[src/rtl/spas_regs.vh]
// Purpose: constants for the SRAM page address select block
// Assumes: 8-bit core data address, four 256-byte SRAM pages
// Notes:   access class codes are driven by the core each cycle
// Function
// - Core gives 8-bit offset, 256-byte page
// - Normal page pointer selects one of four
// - Reset clears all pointers and mode bits
// - Normal paging only when flag bit 7 set
// - Mode off: non-stack normal accesses hit page 0
// - Normal accesses use pointer; stack, move excepted
// - Stack, move read and move write paging ignore mode bits
// - Mode bits govern normal and indexed paging
// - Stack uses stack pointer page; SP wraps
// - Move: pointer in current page, third via move pointer
// - Mode table for normal and indexed pages
// - Interrupt clears flags; return restores core's saved copy
`ifndef SPAS_REGS_VH
`define SPAS_REGS_VH
`define SPAS_PAGE_W      2
`define SPAS_OFS_W       8
`define SPAS_PTR_W       3
`define SPAS_FLAG_RST    8'h00
`define SPAS_PTR_RST     3'h0
`define SPAS_SP_RST      8'h00
`define SPAS_MODE_HI     7
`define SPAS_MODE_LO     6
`define SPAS_CLS_NORMAL  3'h0
`define SPAS_CLS_STACK   3'h1
`define SPAS_CLS_INDEX   3'h2
`define SPAS_CLS_MVPTR   3'h3
`define SPAS_CLS_MVREAD  3'h4
`define SPAS_CLS_MVWRITE 3'h5
`define SPAS_MODE_FLAT   2'h0
`define SPAS_MODE_ISTK   2'h1
`define SPAS_MODE_IIDX   2'h2
`define SPAS_MODE_CSTK   2'h3
`endif

[src/rtl/spas_ptr_reg.v]
// Purpose: one three-bit page pointer register
// Assumes: written by core with a one-cycle strobe
// Notes:   only the low bits are kept
`timescale 1ns/1ps
`include "spas_regs.vh"
module spas_ptr_reg (
  // Clock and reset
  input  wire                     core_clk,
  input  wire                     resetn,
  // Write port
  input  wire                     wr_en,
  input  wire [7:0]               wr_data,
  // Value
  output reg  [`SPAS_PTR_W-1:0]   ptr_q
);
  always @(posedge core_clk or negedge resetn) begin
    if (!resetn) begin
      ptr_q <= `SPAS_PTR_RST;
    end else if (wr_en) begin
      ptr_q <= wr_data[`SPAS_PTR_W-1:0];
    end
  end
endmodule

[src/rtl/spas_top.v]
// Purpose: page select for core SRAM data accesses
// Assumes: core gives access class with each access
// Notes:   address output is combinational from core inputs,
//          so the core sees the page in the cycle it asks;
//          pointer and flag writes share one data bus
`timescale 1ns/1ps
`include "spas_regs.vh"
module spas_top (
  // Clock and reset
  input  wire                     core_clk,
  input  wire                     resetn,

  // Pointer and flag writes
  input  wire [7:0]               wr_data,
  input  wire                     normal_page_pointer_wr,
  input  wire                     stack_page_pointer_wr,
  input  wire                     indexed_page_pointer_wr,
  input  wire                     move_read_page_pointer_wr,
  input  wire                     move_write_page_pointer_wr,
  input  wire                     flag_wr,

  // Interrupt entry and return
  input  wire                     irq_enter,
  input  wire                     irq_return,
  input  wire [7:0]               irq_saved_flag,

  // Core access
  input  wire [2:0]               acc_class,
  input  wire [`SPAS_OFS_W-1:0]   acc_ofs,

  // Stack pointer step
  input  wire                     sp_inc,
  input  wire                     sp_dec,

  // Outputs
  output wire [9:0]               sram_addr,
  output wire [`SPAS_PAGE_W-1:0]  sram_page,
  output wire [7:0]               flag_out,
  output wire [`SPAS_OFS_W-1:0]   sp_out,
  output wire [1:0]               page_mode_bits
);

  // Pointer registers; only bits 1:0 ever reach the address
  wire [`SPAS_PTR_W-1:0]  normal_page_pointer;
  wire [`SPAS_PTR_W-1:0]  stack_page_pointer;
  wire [`SPAS_PTR_W-1:0]  indexed_page_pointer;
  wire [`SPAS_PTR_W-1:0]  move_read_page_pointer;
  wire [`SPAS_PTR_W-1:0]  move_write_page_pointer;

  // Flag register and stack pointer
  reg  [7:0]              flag_q;
  reg  [7:0]              flag_d;
  reg  [`SPAS_OFS_W-1:0]  sp_q;
  reg  [`SPAS_OFS_W-1:0]  sp_d;

  // Access class decode
  wire                    cls_stack;
  wire                    cls_index;
  wire                    cls_move_read;
  wire                    cls_move_write;

  // Page candidates
  reg  [1:0]              idx_src;
  reg  [`SPAS_PTR_W-1:0]  normal_page_d;
  reg  [`SPAS_PTR_W-1:0]  indexed_page_d;
  reg  [`SPAS_PTR_W-1:0]  page_d;

  // Source of the indexed page
  localparam [1:0] IDX_SRC_ZERO  = 2'h0;
  localparam [1:0] IDX_SRC_STACK = 2'h1;
  localparam [1:0] IDX_SRC_INDEX = 2'h2;

  // Writes share wr_data, so the core lands one pointer per cycle
  // Normal page pointer
  spas_ptr_reg u_cur (
    .core_clk (core_clk),
    .resetn   (resetn),
    .wr_en    (normal_page_pointer_wr),
    .wr_data  (wr_data),
    .ptr_q    (normal_page_pointer)
  );

  // Stack page pointer
  spas_ptr_reg u_stk (
    .core_clk (core_clk),
    .resetn   (resetn),
    .wr_en    (stack_page_pointer_wr),
    .wr_data  (wr_data),
    .ptr_q    (stack_page_pointer)
  );

  // Indexed page pointer
  spas_ptr_reg u_idx (
    .core_clk (core_clk),
    .resetn   (resetn),
    .wr_en    (indexed_page_pointer_wr),
    .wr_data  (wr_data),
    .ptr_q    (indexed_page_pointer)
  );

  // Move read page pointer
  spas_ptr_reg u_mvr (
    .core_clk (core_clk),
    .resetn   (resetn),
    .wr_en    (move_read_page_pointer_wr),
    .wr_data  (wr_data),
    .ptr_q    (move_read_page_pointer)
  );

  // Move write page pointer
  spas_ptr_reg u_mvw (
    .core_clk (core_clk),
    .resetn   (resetn),
    .wr_en    (move_write_page_pointer_wr),
    .wr_data  (wr_data),
    .ptr_q    (move_write_page_pointer)
  );

  // Interrupt entry has priority so an ISR always starts flat
  always @* begin
    flag_d = flag_q;
    if (irq_enter) begin
      flag_d = `SPAS_FLAG_RST;
    end else if (irq_return) begin
      flag_d = irq_saved_flag;
    end else if (flag_wr) begin
      flag_d = wr_data;
    end
  end

  // Saved copy lives outside; the core hands it back on return
  always @(posedge core_clk or negedge resetn) begin
    if (!resetn) begin
      flag_q <= `SPAS_FLAG_RST;
    end else begin
      flag_q <= flag_d;
    end
  end

  // Eight-bit count wraps inside the stack page by itself; both steps at once hold
  always @* begin
    case ({sp_inc, sp_dec})
      2'h2: begin
        sp_d = sp_q + 8'h01;
      end
      2'h1: begin
        sp_d = sp_q - 8'h01;
      end
      default: begin
        sp_d = sp_q;
      end
    endcase
  end

  always @(posedge core_clk or negedge resetn) begin
    if (!resetn) begin
      sp_q <= `SPAS_SP_RST;
    end else begin
      sp_q <= sp_d;
    end
  end

  // Mode bits are the top two flag bits
  assign page_mode_bits = {flag_q[`SPAS_MODE_HI], flag_q[`SPAS_MODE_LO]};

  // Classes six and seven fall through to normal paging
  assign cls_stack      = (acc_class == `SPAS_CLS_STACK);
  assign cls_index      = (acc_class == `SPAS_CLS_INDEX);
  assign cls_move_read  = (acc_class == `SPAS_CLS_MVREAD);
  assign cls_move_write = (acc_class == `SPAS_CLS_MVWRITE);

  // Normal and move-pointer accesses; a pointer write alone moves nothing
  always @* begin
    if (page_mode_bits[1]) begin
      normal_page_d = normal_page_pointer;
    end else begin
      normal_page_d = `SPAS_PTR_RST;
    end
  end

  // Both stack modes share one source
  always @* begin
    case (page_mode_bits)
      `SPAS_MODE_FLAT: idx_src = IDX_SRC_ZERO;
      `SPAS_MODE_ISTK: idx_src = IDX_SRC_STACK;
      `SPAS_MODE_IIDX: idx_src = IDX_SRC_INDEX;
      `SPAS_MODE_CSTK: idx_src = IDX_SRC_STACK;
      default:         idx_src = IDX_SRC_ZERO;
    endcase
  end

  // Indexed page from the chosen source
  always @* begin
    case (idx_src)
      IDX_SRC_STACK: indexed_page_d = stack_page_pointer;
      IDX_SRC_INDEX: indexed_page_d = indexed_page_pointer;
      default:       indexed_page_d = `SPAS_PTR_RST;
    endcase
  end

  // Stack and move data accesses never look at the mode bits
  always @* begin
    if (cls_stack) begin
      page_d = stack_page_pointer;
    end else if (cls_move_read) begin
      page_d = move_read_page_pointer;
    end else if (cls_move_write) begin
      page_d = move_write_page_pointer;
    end else if (cls_index) begin
      page_d = indexed_page_d;
    end else begin
      page_d = normal_page_d;
    end
  end

  // Only four pages exist; pointer bit 2 is stored but unused
  assign sram_page = page_d[`SPAS_PAGE_W-1:0];
  assign sram_addr = {sram_page, acc_ofs};
  assign flag_out  = flag_q;
  assign sp_out    = sp_q;
endmodule

[config.mk]
export PLATFORM = sky130hd
export DESIGN_NAME = spas_top
export DESIGN_NICKNAME = d
export VERILOG_FILES = /design/src/rtl/spas_ptr_reg.v /design/src/rtl/spas_top.v
export VERILOG_INCLUDE_DIRS = /design/src /design/src/rtl
export SDC_FILE = /design/constraint.sdc
export NUM_CORES = 1
export LEC_CHECK = 0
export CELL_PAD_IN_SITES_DETAIL_PLACEMENT = 0
export CELL_PAD_IN_SITES_GLOBAL_PLACEMENT = 1
export CORE_MARGIN = 5
export CORE_UTILIZATION = 49
export DETAILED_ROUTE_END_ITERATION = 8
export DONT_BUFFER_PORTS = 1
export PLACE_DENSITY = 0.86
export SETUP_SLACK_MARGIN = 0.1
export SLEW_MARGIN = 20
export SYNTH_ARGS = -nofsm -noshare
export SYNTH_HDL_FRONTEND = slang
export SYNTH_SLANG_ARGS = --single-unit
[constraint.sdc]
create_clock -name core_clk -period 3.58 [get_ports core_clk]
set_input_delay 0.895 -clock core_clk [delete_from_list [all_inputs] [get_ports core_clk]]
set_output_delay 0.895 -clock core_clk [all_outputs]
set_load 0.01 [all_outputs]
# Yosys cells after proc, flatten, opt, wreduce, memory -nomap -nowiden
# Cells that the tools add are included.
[totals]
inputBits = 39
ff_bits = 26
output_inout_bits = 30
[op_classes]
muxes = 11
reduce_logical = 4
eq_ne = 11
add_sub_neg = 2
[ops]
columns = ["operator", "n"]
rows = [
  ["$mux 8", 3],
  ["$pmux 8 s2", 1],
  ["$mux 2", 5],
  ["$add 8x1->8 const B", 1],
  ["$eq 2x2->1 const B", 4],
  ["$sub 8x1->8 const B", 1],
  ["$eq 2x1->1 const B", 3],
  ["$eq 3x3->1 const B", 2],
  ["$pmux 2 s3", 1],
  ["$pmux 2 s2", 1],
  ["$eq 3x1->1 const B", 1],
  ["$eq 3x2->1 const B", 1],
  ["$reduce_bool 3->1", 1],
  ["$logic_not 2->1", 1],
  ["$reduce_bool 2->1", 1],
  ["$reduce_or 2->1", 1],
]

# Depth between registers and ports, before layout
# Gate-level depths: netlist of the first run.
[depth]
depth_word = 9
mapped_depth = 9

# Hierarchy
# Synthesis of the first run repeated with hierarchy kept, for this count alone.
[hier_totals]
cells_unflattened = 169
hier_area_um2 = 1761.7
[modules_own_cells]
columns = ["module", "cells_each", "instances", "area_each_um2"]
rows = [
  ["spas_top", 139, 1, 1217.4],
  ["spas_ptr_reg", 6, 5, 108.9],
]

# Worst setup path before layout of the first run
# OpenSTA, ideal clock, no wires.
[synth_timing]
kind = "input to output"
start = "input port acc_class[0]"
end = "output port sram_page[0]"
path_slack_ps = 718
arrival_ps = 1967
path_stages = 6
n_path_buf = 2
required_ps = 2685
path_cell_list = "clkbuf_1 > mux2_2 > o21ai_0 > a21oi_1 > o211a_1 > buf_4"
[synth_between]
elab_chain_len = 5
[synth_lines]
columns = ["element", "line", "rtl"]
rows = [
  ["from (decl)", "spas_top.v:28", "input wire [2:0] acc_class,"],
  ["$eq 3x2->1 (no line)", "-", ""],
  ["$mux 2", "spas_top.v:209", "end else if (cls_index) begin"],
  ["$mux 2", "spas_top.v:207", "end else if (cls_move_write) begin"],
  ["$mux 2", "spas_top.v:205", "end else if (cls_move_read) begin"],
  ["$mux 2 (*)", "spas_top.v:203", "if (cls_stack) begin"],
  ["to (decl)", "spas_top.v:37", "output wire [`SPAS_PAGE_W-1:0] sram_page,"],
]
# Mark *: on every way between the ends. The rest lies on a longest branch, timed or not.

# Worst setup path after layout of the first run
[layout_timing]
start = "input port acc_class[0]"
end = "output port sram_addr[8]"
[layout_between]
elab_chain_len = 5
[layout_lines]
columns = ["element", "line", "rtl"]
rows = [
  ["$eq 3x2->1 (no line)", "-", ""],
  ["$mux 2", "spas_top.v:209", ""],
  ["$mux 2", "spas_top.v:207", ""],
  ["$mux 2", "spas_top.v:205", ""],
  ["$mux 2 (*)", "spas_top.v:203", ""],
  ["to (decl)", "spas_top.v:36", "output wire [9:0] sram_addr,"],
]
# Marks and branches as above.

==> results of run 1 <==
cell type report:
cell class | count | area share [%]
multi-input combinational | 116 | 51.98
sequential | 26 | 42.04
tap | 44 | 3.557
clock buffer | 3 | 1.455
inverter | 4 | 0.9701
placed cells by master, fill, tap and decap left out, types with 2 or more instances in the layout:
cell type,netlist,routed
nand3b_1,2,2
a21o_1,2,2
xor2_1,4,4
nor3_1,3,3
o21bai_1,2,2
a21oi_1,14,14
ha_1,7,7
a211oi_1,2,2
clkbuf_4,0,3
o21a_1,3,3
inv_1,4,4
mux2i_1,8,8
o21ai_0,11,11
nand2_1,14,14
mux2_2,11,11
nor2_1,19,19
dfrtp_1,26,26
critical path: stages:
cell	delay (ns)
mux2_2	0.31
o21ai_0	0.16
a21oi_1	0.09
o211a_1	0.19
metal layers:
| metal | vias to the layer above | track usage, % | share of wire, % |
|---|---|---|---|
| met5 | - | 0 | 0 |
| met4 | 0 | 6.582 | 1.3 |
| met3 | 8 | 3.710 | 6.7 |
| met2 | 27 | 28.96 | 54 |
| met1 | 549 | 14.99 | 38 |
| li1 | 538 | - | - |
kinds of logic after synthesis:
group / share of synthesized area, %
compound gates: 14.78
xor+xnor: 2.751
fa+ha+maj: 6.761
buf+inv: 8.569
flops: 40.88
mux: 12.81
simple gates: 13.44
power by group:
group / total [mW] / switching [mW] / internal [mW]
Clock: 0.116 / 0.0770 / 0.0392
Combinational: 0.292 / 0.147 / 0.146
Sequential: 0.447 / 0.0914 / 0.356
Total: 0.856 / 0.315 / 0.541
cells in the mapped netlist (all sizes together), types with 2 or more instances:
library cell  instances
buf                  14
ha                    7
a21o                  2
mux2i                 8
xor2                  4
a21oi                14
clkbuf                6
inv                   4
mux2                 11
a211oi                2
dfrtp                26
o21a                  3
o21bai                2
o21ai                11
nand2                14
nand3b                2
nor3                  4
nor2                 19
through the flow:
stage,total power [mW],util (%),hold slack (ns)
5_1_grt,0.9322,50.28,0.2268
6_report,0.8557,50.28,0.2625
3_5_place_dp,0.7508,49.55,0.4965
2_1_floorplan,0.7043,-,0.4749
3_3_place_gp,0.7354,49.55,0.4900
4_1_cts,0.8688,50.28,0.2445
state kept, by name, summed over array words and instances, names as in the netlist:
register,count
flag_out,8
sp_out,8
u_cur.ptr_q,2
u_idx.ptr_q,2
u_mvr.ptr_q,2
u_mvw.ptr_q,2
u_stk.ptr_q,2
worst paths after layout:
check	startpoint	to	slack, ns	depth (start not counted)
min	resetn	sp_out[2]	0.26	0
min reg2reg	u_idx.ptr_q[1]	u_idx.ptr_q[1]	0.52	1
max reg2reg	sp_out[2]	sp_out[6]	1.71	6
max in group asynchronous	resetn	u_mvr.ptr_q[0]	3.24	0
max	acc_class[0]	sram_addr[8]	1.03	4
min in group core_clk	u_idx.ptr_q[1]	u_idx.ptr_q[1]	0.52	1
==> out/metrics.csv, run 1 <==
stage,metric,value,unit
run_status,status,"complete, no violations",
final_layout,net count reported at finish,198,
placement,detailed placement HPWL,2.441,mm
cts,htree depth,1,
logic_synthesis,cell types occupying the most area after synthesis,"dfrtp_1 (41%), mux2_2 (7.8%), buf_4 (5.7%), ha_1 (5.5%), mux2i_1 (5.0%)",
power_and_ir_drop,maximum resistive drop on vdd,0.2830,mV
floorplan,effective utilization at floorplan,51.71,%
setup_path,Worst EP required,2.68,ns
cts,clock root cell,clkbuf_4,
logic_synthesis,predominant post-synthesis flop cell,dfrtp_1,
drt,Residual DRC,0,
logic_synthesis,largest area contributor in the netlist,dfrtp_1,
logic_synthesis,number of distinct library cells after synthesis,34,
logic_synthesis,number of synthesized register bits,26,
timing,unrepaired setup endpoints after global routing,false,
floorplan,die area,4488,um^2
final_layout,area used by multi-input combinational logic,804.5,um^2
floorplan,Die X,66.99,um
drt,Via Count,1122,
logic_synthesis,number of cells produced by synthesis,166,
logic_synthesis,fraction of the yosys area taken by sequential cells,40.88,%
timing,Highest Clock Rate,391.8,MHz
drt,drt total wl,3.057,mm
run,number of max-cap violations,0,
grt,number of antenna violations at the first check in global routing,0,
setup_path,Critical Path Fanout Max,8,
logic_synthesis,number of enable-type register cells in the synthesized netlist,0,
placement,placement-stage worst setup slack,0.9177,ns
cts,maximum clock insertion buffer count,2,
floorplan,total number of placement rows,20,
cts,Post-CTS Hold Buffers,0,
final_layout,total non-filler cell area in the finished layout,1548,um^2
grt,global-route wire length before repair,5.140,mm
power_and_ir_drop,leakage,0.6950,nW
drt,wire length per cell after detailed routing,15.84,um
setup_path,classification of the worst setup path,in2out,
timing,max-slew violation total from the final report,0,
timing,final setup margin,1.028,ns
min_path,Hold Path Class,in2async,
final_layout,antenna fix cells,0,
cts,Inserted Clock Buffers,3,
setup_path,startpoint type of the worst setup path,input port,
setup_path,type of element capturing the critical path,primary output,
logic_synthesis,Post-Synthesis Cell Area,1592,um^2
final_layout,share of post-route cells with drive strength above 1,10.74,%
cts,post-CTS setup repair buffer count,0,
logic_synthesis,post-synth top area share,40.88,%
drt,"antenna viol nets, final",0,
cts,number of cells upsized or downsized after cts,0,
timing,actual transition at the worst max-transition pin,0.4216,ns
timing,part of the cycle the worst path needs,71.30,%
logic_synthesis,syn avg cell area,9.588,um^2
drt,post-DR vias/cell,5.813,
grt,vias in the first global route,1161,
timing,"Setup violations, final",0,
timing,final-report hold violation count,0,
timing,relative slew slack,71.89,%
floorplan,total I/O pin count,69,
drt,violation count after the first detailed-routing iteration,25,
logic_synthesis,ys async rst share,100.0,%
placement,# port buffers,0,
grt,GRT Util Overall,15.06,%
logic_synthesis,Post-Synthesis Net Count,213,
cts,TritonCTS clock tree,yes,
logic_synthesis,yosys warns,0,
final_layout,Layout fillers,294,
cts,CTS sink count,26,
floorplan,Die Span Y,66.99,um
power_and_ir_drop,Cell Pwr Density,552.9,nW/um^2
placement,Area after DPL,1525,um^2
final_layout,synthesis-to-layout area growth,-2.752,%
timing,skew final,0.0007911,ns
floorplan,CORE AREA,3078,um^2
grt,largest net degree at the start of global routing,27,
placement,Placer Congestion,0.7763,
timing,accumulated negative setup slack,0,ns
timing,fin crit period,2.552,ns
setup_path,Worst Path Arrival,1.66,ns
final_layout,total area of sequential cells,650.6,um^2
cts,clk_lat worst skew,0.30,ns
grt,overall overflow remaining after global route,0,
cts,clock transition at the register clock pins on the worst setup and hold paths after CTS,0.13,ns
final_layout,number of standard cells in the final layout excluding fillers,193,
placement,placed cell count,190,
drt,DR pass1 iterations,3,
(Power assumes the default switching activity.)
==> run 2: changes to the inputs <==
--- a/config.mk
+++ b/config.mk
@@ -9,10 +9,10 @@
 export CELL_PAD_IN_SITES_DETAIL_PLACEMENT = 0
 export CELL_PAD_IN_SITES_GLOBAL_PLACEMENT = 1
 export CORE_MARGIN = 5
-export CORE_UTILIZATION = 49
+export CORE_UTILIZATION = 41
 export DETAILED_ROUTE_END_ITERATION = 8
 export DONT_BUFFER_PORTS = 1
-export PLACE_DENSITY = 0.86
+export PLACE_DENSITY = 0.77
 export SETUP_SLACK_MARGIN = 0.1
 export SLEW_MARGIN = 20
 export SYNTH_ARGS = -nofsm -noshare
==> constraint.sdc (replaced) <==
create_clock -name core_clk -period 2.32 [get_ports core_clk]
set_input_delay 0.58 -clock core_clk [delete_from_list [all_inputs] [get_ports core_clk]]
set_output_delay 0.58 -clock core_clk [all_outputs]
set_load 0.01 [all_outputs]
==> out/metrics.csv, run 2 (synthesis gave the netlist of run 1 again) <==
stage,metric,value,unit
final_layout,most common library cell in the layout ignoring fill and taps,dfrtp_1,
cts,maximum clock insertion buffer count,2,
grt,number of antenna violations at the first check in global routing,0,
cts,clock root cell,clkbuf_8,
drt,wire length per cell after detailed routing,15.68,um
timing,accumulated negative setup slack,0,ns
cts,CTS sink count,26,
final_layout,"commonest non-fill, non-tap cells in the layout","dfrtp_1 (24), nor2_1 (19), nand2_1 (14), a21oi_1 (14)",
timing,unrepaired setup endpoints after global routing,false,
setup_path,Critical Path Fanout Max,8,
grt,vias in the first global route,1127,
setup_path,Crit Reg-Reg Endpoint,sp_out[6],
drt,DR pass1 iterations,4,
min_path,Hold Path Class,in2async,
cts,post-CTS setup repair buffer count,0,
timing,part of the cycle the worst path needs,90.68,%
floorplan,total I/O pin count,69,
timing,max-slew violation total from the final report,0,
drt,Via Count,1097,
grt,global-route wire length before repair,5.326,mm
timing,fin crit period,2.104,ns
placement,detailed placement HPWL,2.516,mm
setup_path,classification of the worst setup path,reg2out,
cts,clock transition at the register clock pins on the worst setup and hold paths after CTS,0.09,ns
timing,relative slew slack,82.88,%
final_layout,share of post-route cells with drive strength above 1,14.57,%
final_layout,synthesis-to-layout area growth,2.515,%
floorplan,Die Span Y,72.31,um
final_layout,net count reported at finish,199,
final_layout,antenna fix cells,0,
floorplan,CORE AREA,3716,um^2
timing,"Setup violations, final",0,
drt,Residual DRC,0,
setup_path,Worst Path Arrival,1.52,ns
grt,GRT Util Overall,12.47,%
grt,overall overflow remaining after global route,0,
floorplan,Die X,72.31,um
setup_path,type of element capturing the critical path,primary output,
drt,post-DR vias/cell,5.513,
timing,Highest Clock Rate,475.3,MHz
timing,final-report hold violation count,0,
placement,placement-stage worst setup slack,0.05239,ns
cts,clk_lat worst skew,0.26,ns
cts,Inserted Clock Buffers,3,
drt,violation count after the first detailed-routing iteration,49,
timing,actual transition at the worst max-transition pin,0.2533,ns
floorplan,total number of placement rows,22,
setup_path,worst reg2reg path startpoint,sp_out[2],
power_and_ir_drop,leakage,0.7208,nW
power_and_ir_drop,maximum resistive drop on vdd,0.4105,mV
power_and_ir_drop,Cell Pwr Density,924.2,nW/um^2
setup_path,startpoint type of the worst setup path,register,
setup_path,termination of the worst setup path,sram_addr[9],
drt,drt total wl,3.121,mm
setup_path,Worst EP required,1.74,ns
cts,TritonCTS clock tree,yes,
placement,# port buffers,0,
run,number of max-cap violations,0,
timing,final setup margin,0.2161,ns
final_layout,"Core Util, Final",43.91,%
floorplan,effective utilization at floorplan,42.83,%
power_and_ir_drop,total power of the final layout,1.508,mW
timing,worst hold margin,0.1214,ns
setup_path,worst r2r path cells,6,
grt,largest net degree at the start of global routing,27,
setup_path,flop2flop setup slack,0.47,ns
floorplan,die area,5228,um^2
setup_path,timing startpoint of the critical path,flag_out[7],
timing,skew final,0.001223,ns
placement,Placer Congestion,0.8521,
drt,"antenna viol nets, final",0,
cts,htree depth,1,
run_status,status,"complete, no violations",
## run 2: cell types whose count changed in the layout (fill, tap and decap cells not counted), moves of 2 or more
cell,change
clkbuf_4,-3
clkbuf_8,+3
dfrtp_1,-2
dfrtp_2,+2
## run 2: final cells by class
class,count,area [um^2]
fill,363,2085
multi-input combinational,116,812.0
sequential,26,653.1
tap,48,60.06
clock buffer,3,41.29
clock inverter,1,30.03
timing repair buffer,1,20.02
inverter,4,15.01
## run 2: repair_timing
item                       in CTS  in global routing
gates resized for setup         2                  1
hold buffers                    1                  0
pin swaps                       0                  1
hold endpoints to repair       26                  0
setup endpoints to repair       2                  4
## run 2: how the worst min path moves through the flow
stage	depth (start not counted)	end	from	slack (ns)
6_report	1	sp_out[2]	resetn	0.12
5_1_grt	1	flag_out[4]	resetn	0.11
4_1_cts	1	sp_out[2]	resetn	0.12
3_5_place_dp	0	flag_out[3]	resetn	0.29
3_3_place_gp	0	flag_out[3]	resetn	0.29
2_1_floorplan	0	flag_out[0]	resetn	0.28
## run 2: metal layers
metal  part of all wire, %  vias up  global-route usage, %
met5                     0        -                      0
met4                   1.1        0                  5.010
met3                   9.6        4                  4.848
met2                    50       34                  20.63
met1                    39      522                  14.42
li1                      -      537                      -
## run 2: power breakdown
part	switching, mW	leakage (nW)	internal [mW]
sequential	0.138	0.316	0.550
clock	0.135	0.0357	0.230
combinational	0.226	0.369	0.229
total	0.499	0.721	1.01
## run 2: through the flow
stage               instances  instance area, um^2
floorplan                 166                 1595
global placement          194                 1533
detailed placement        194                 1533
CTS                       199                 1627
global route              199                 1632
finish                    199                 1632
## run 2: worst max-delay path, stage by stage, from the launching register on
cell      delay, ns
dfrtp_2        0.50
nand2_1        0.09
o21ai_0        0.09
nand3b_1       0.10
a21oi_1        0.06
or3_4          0.42
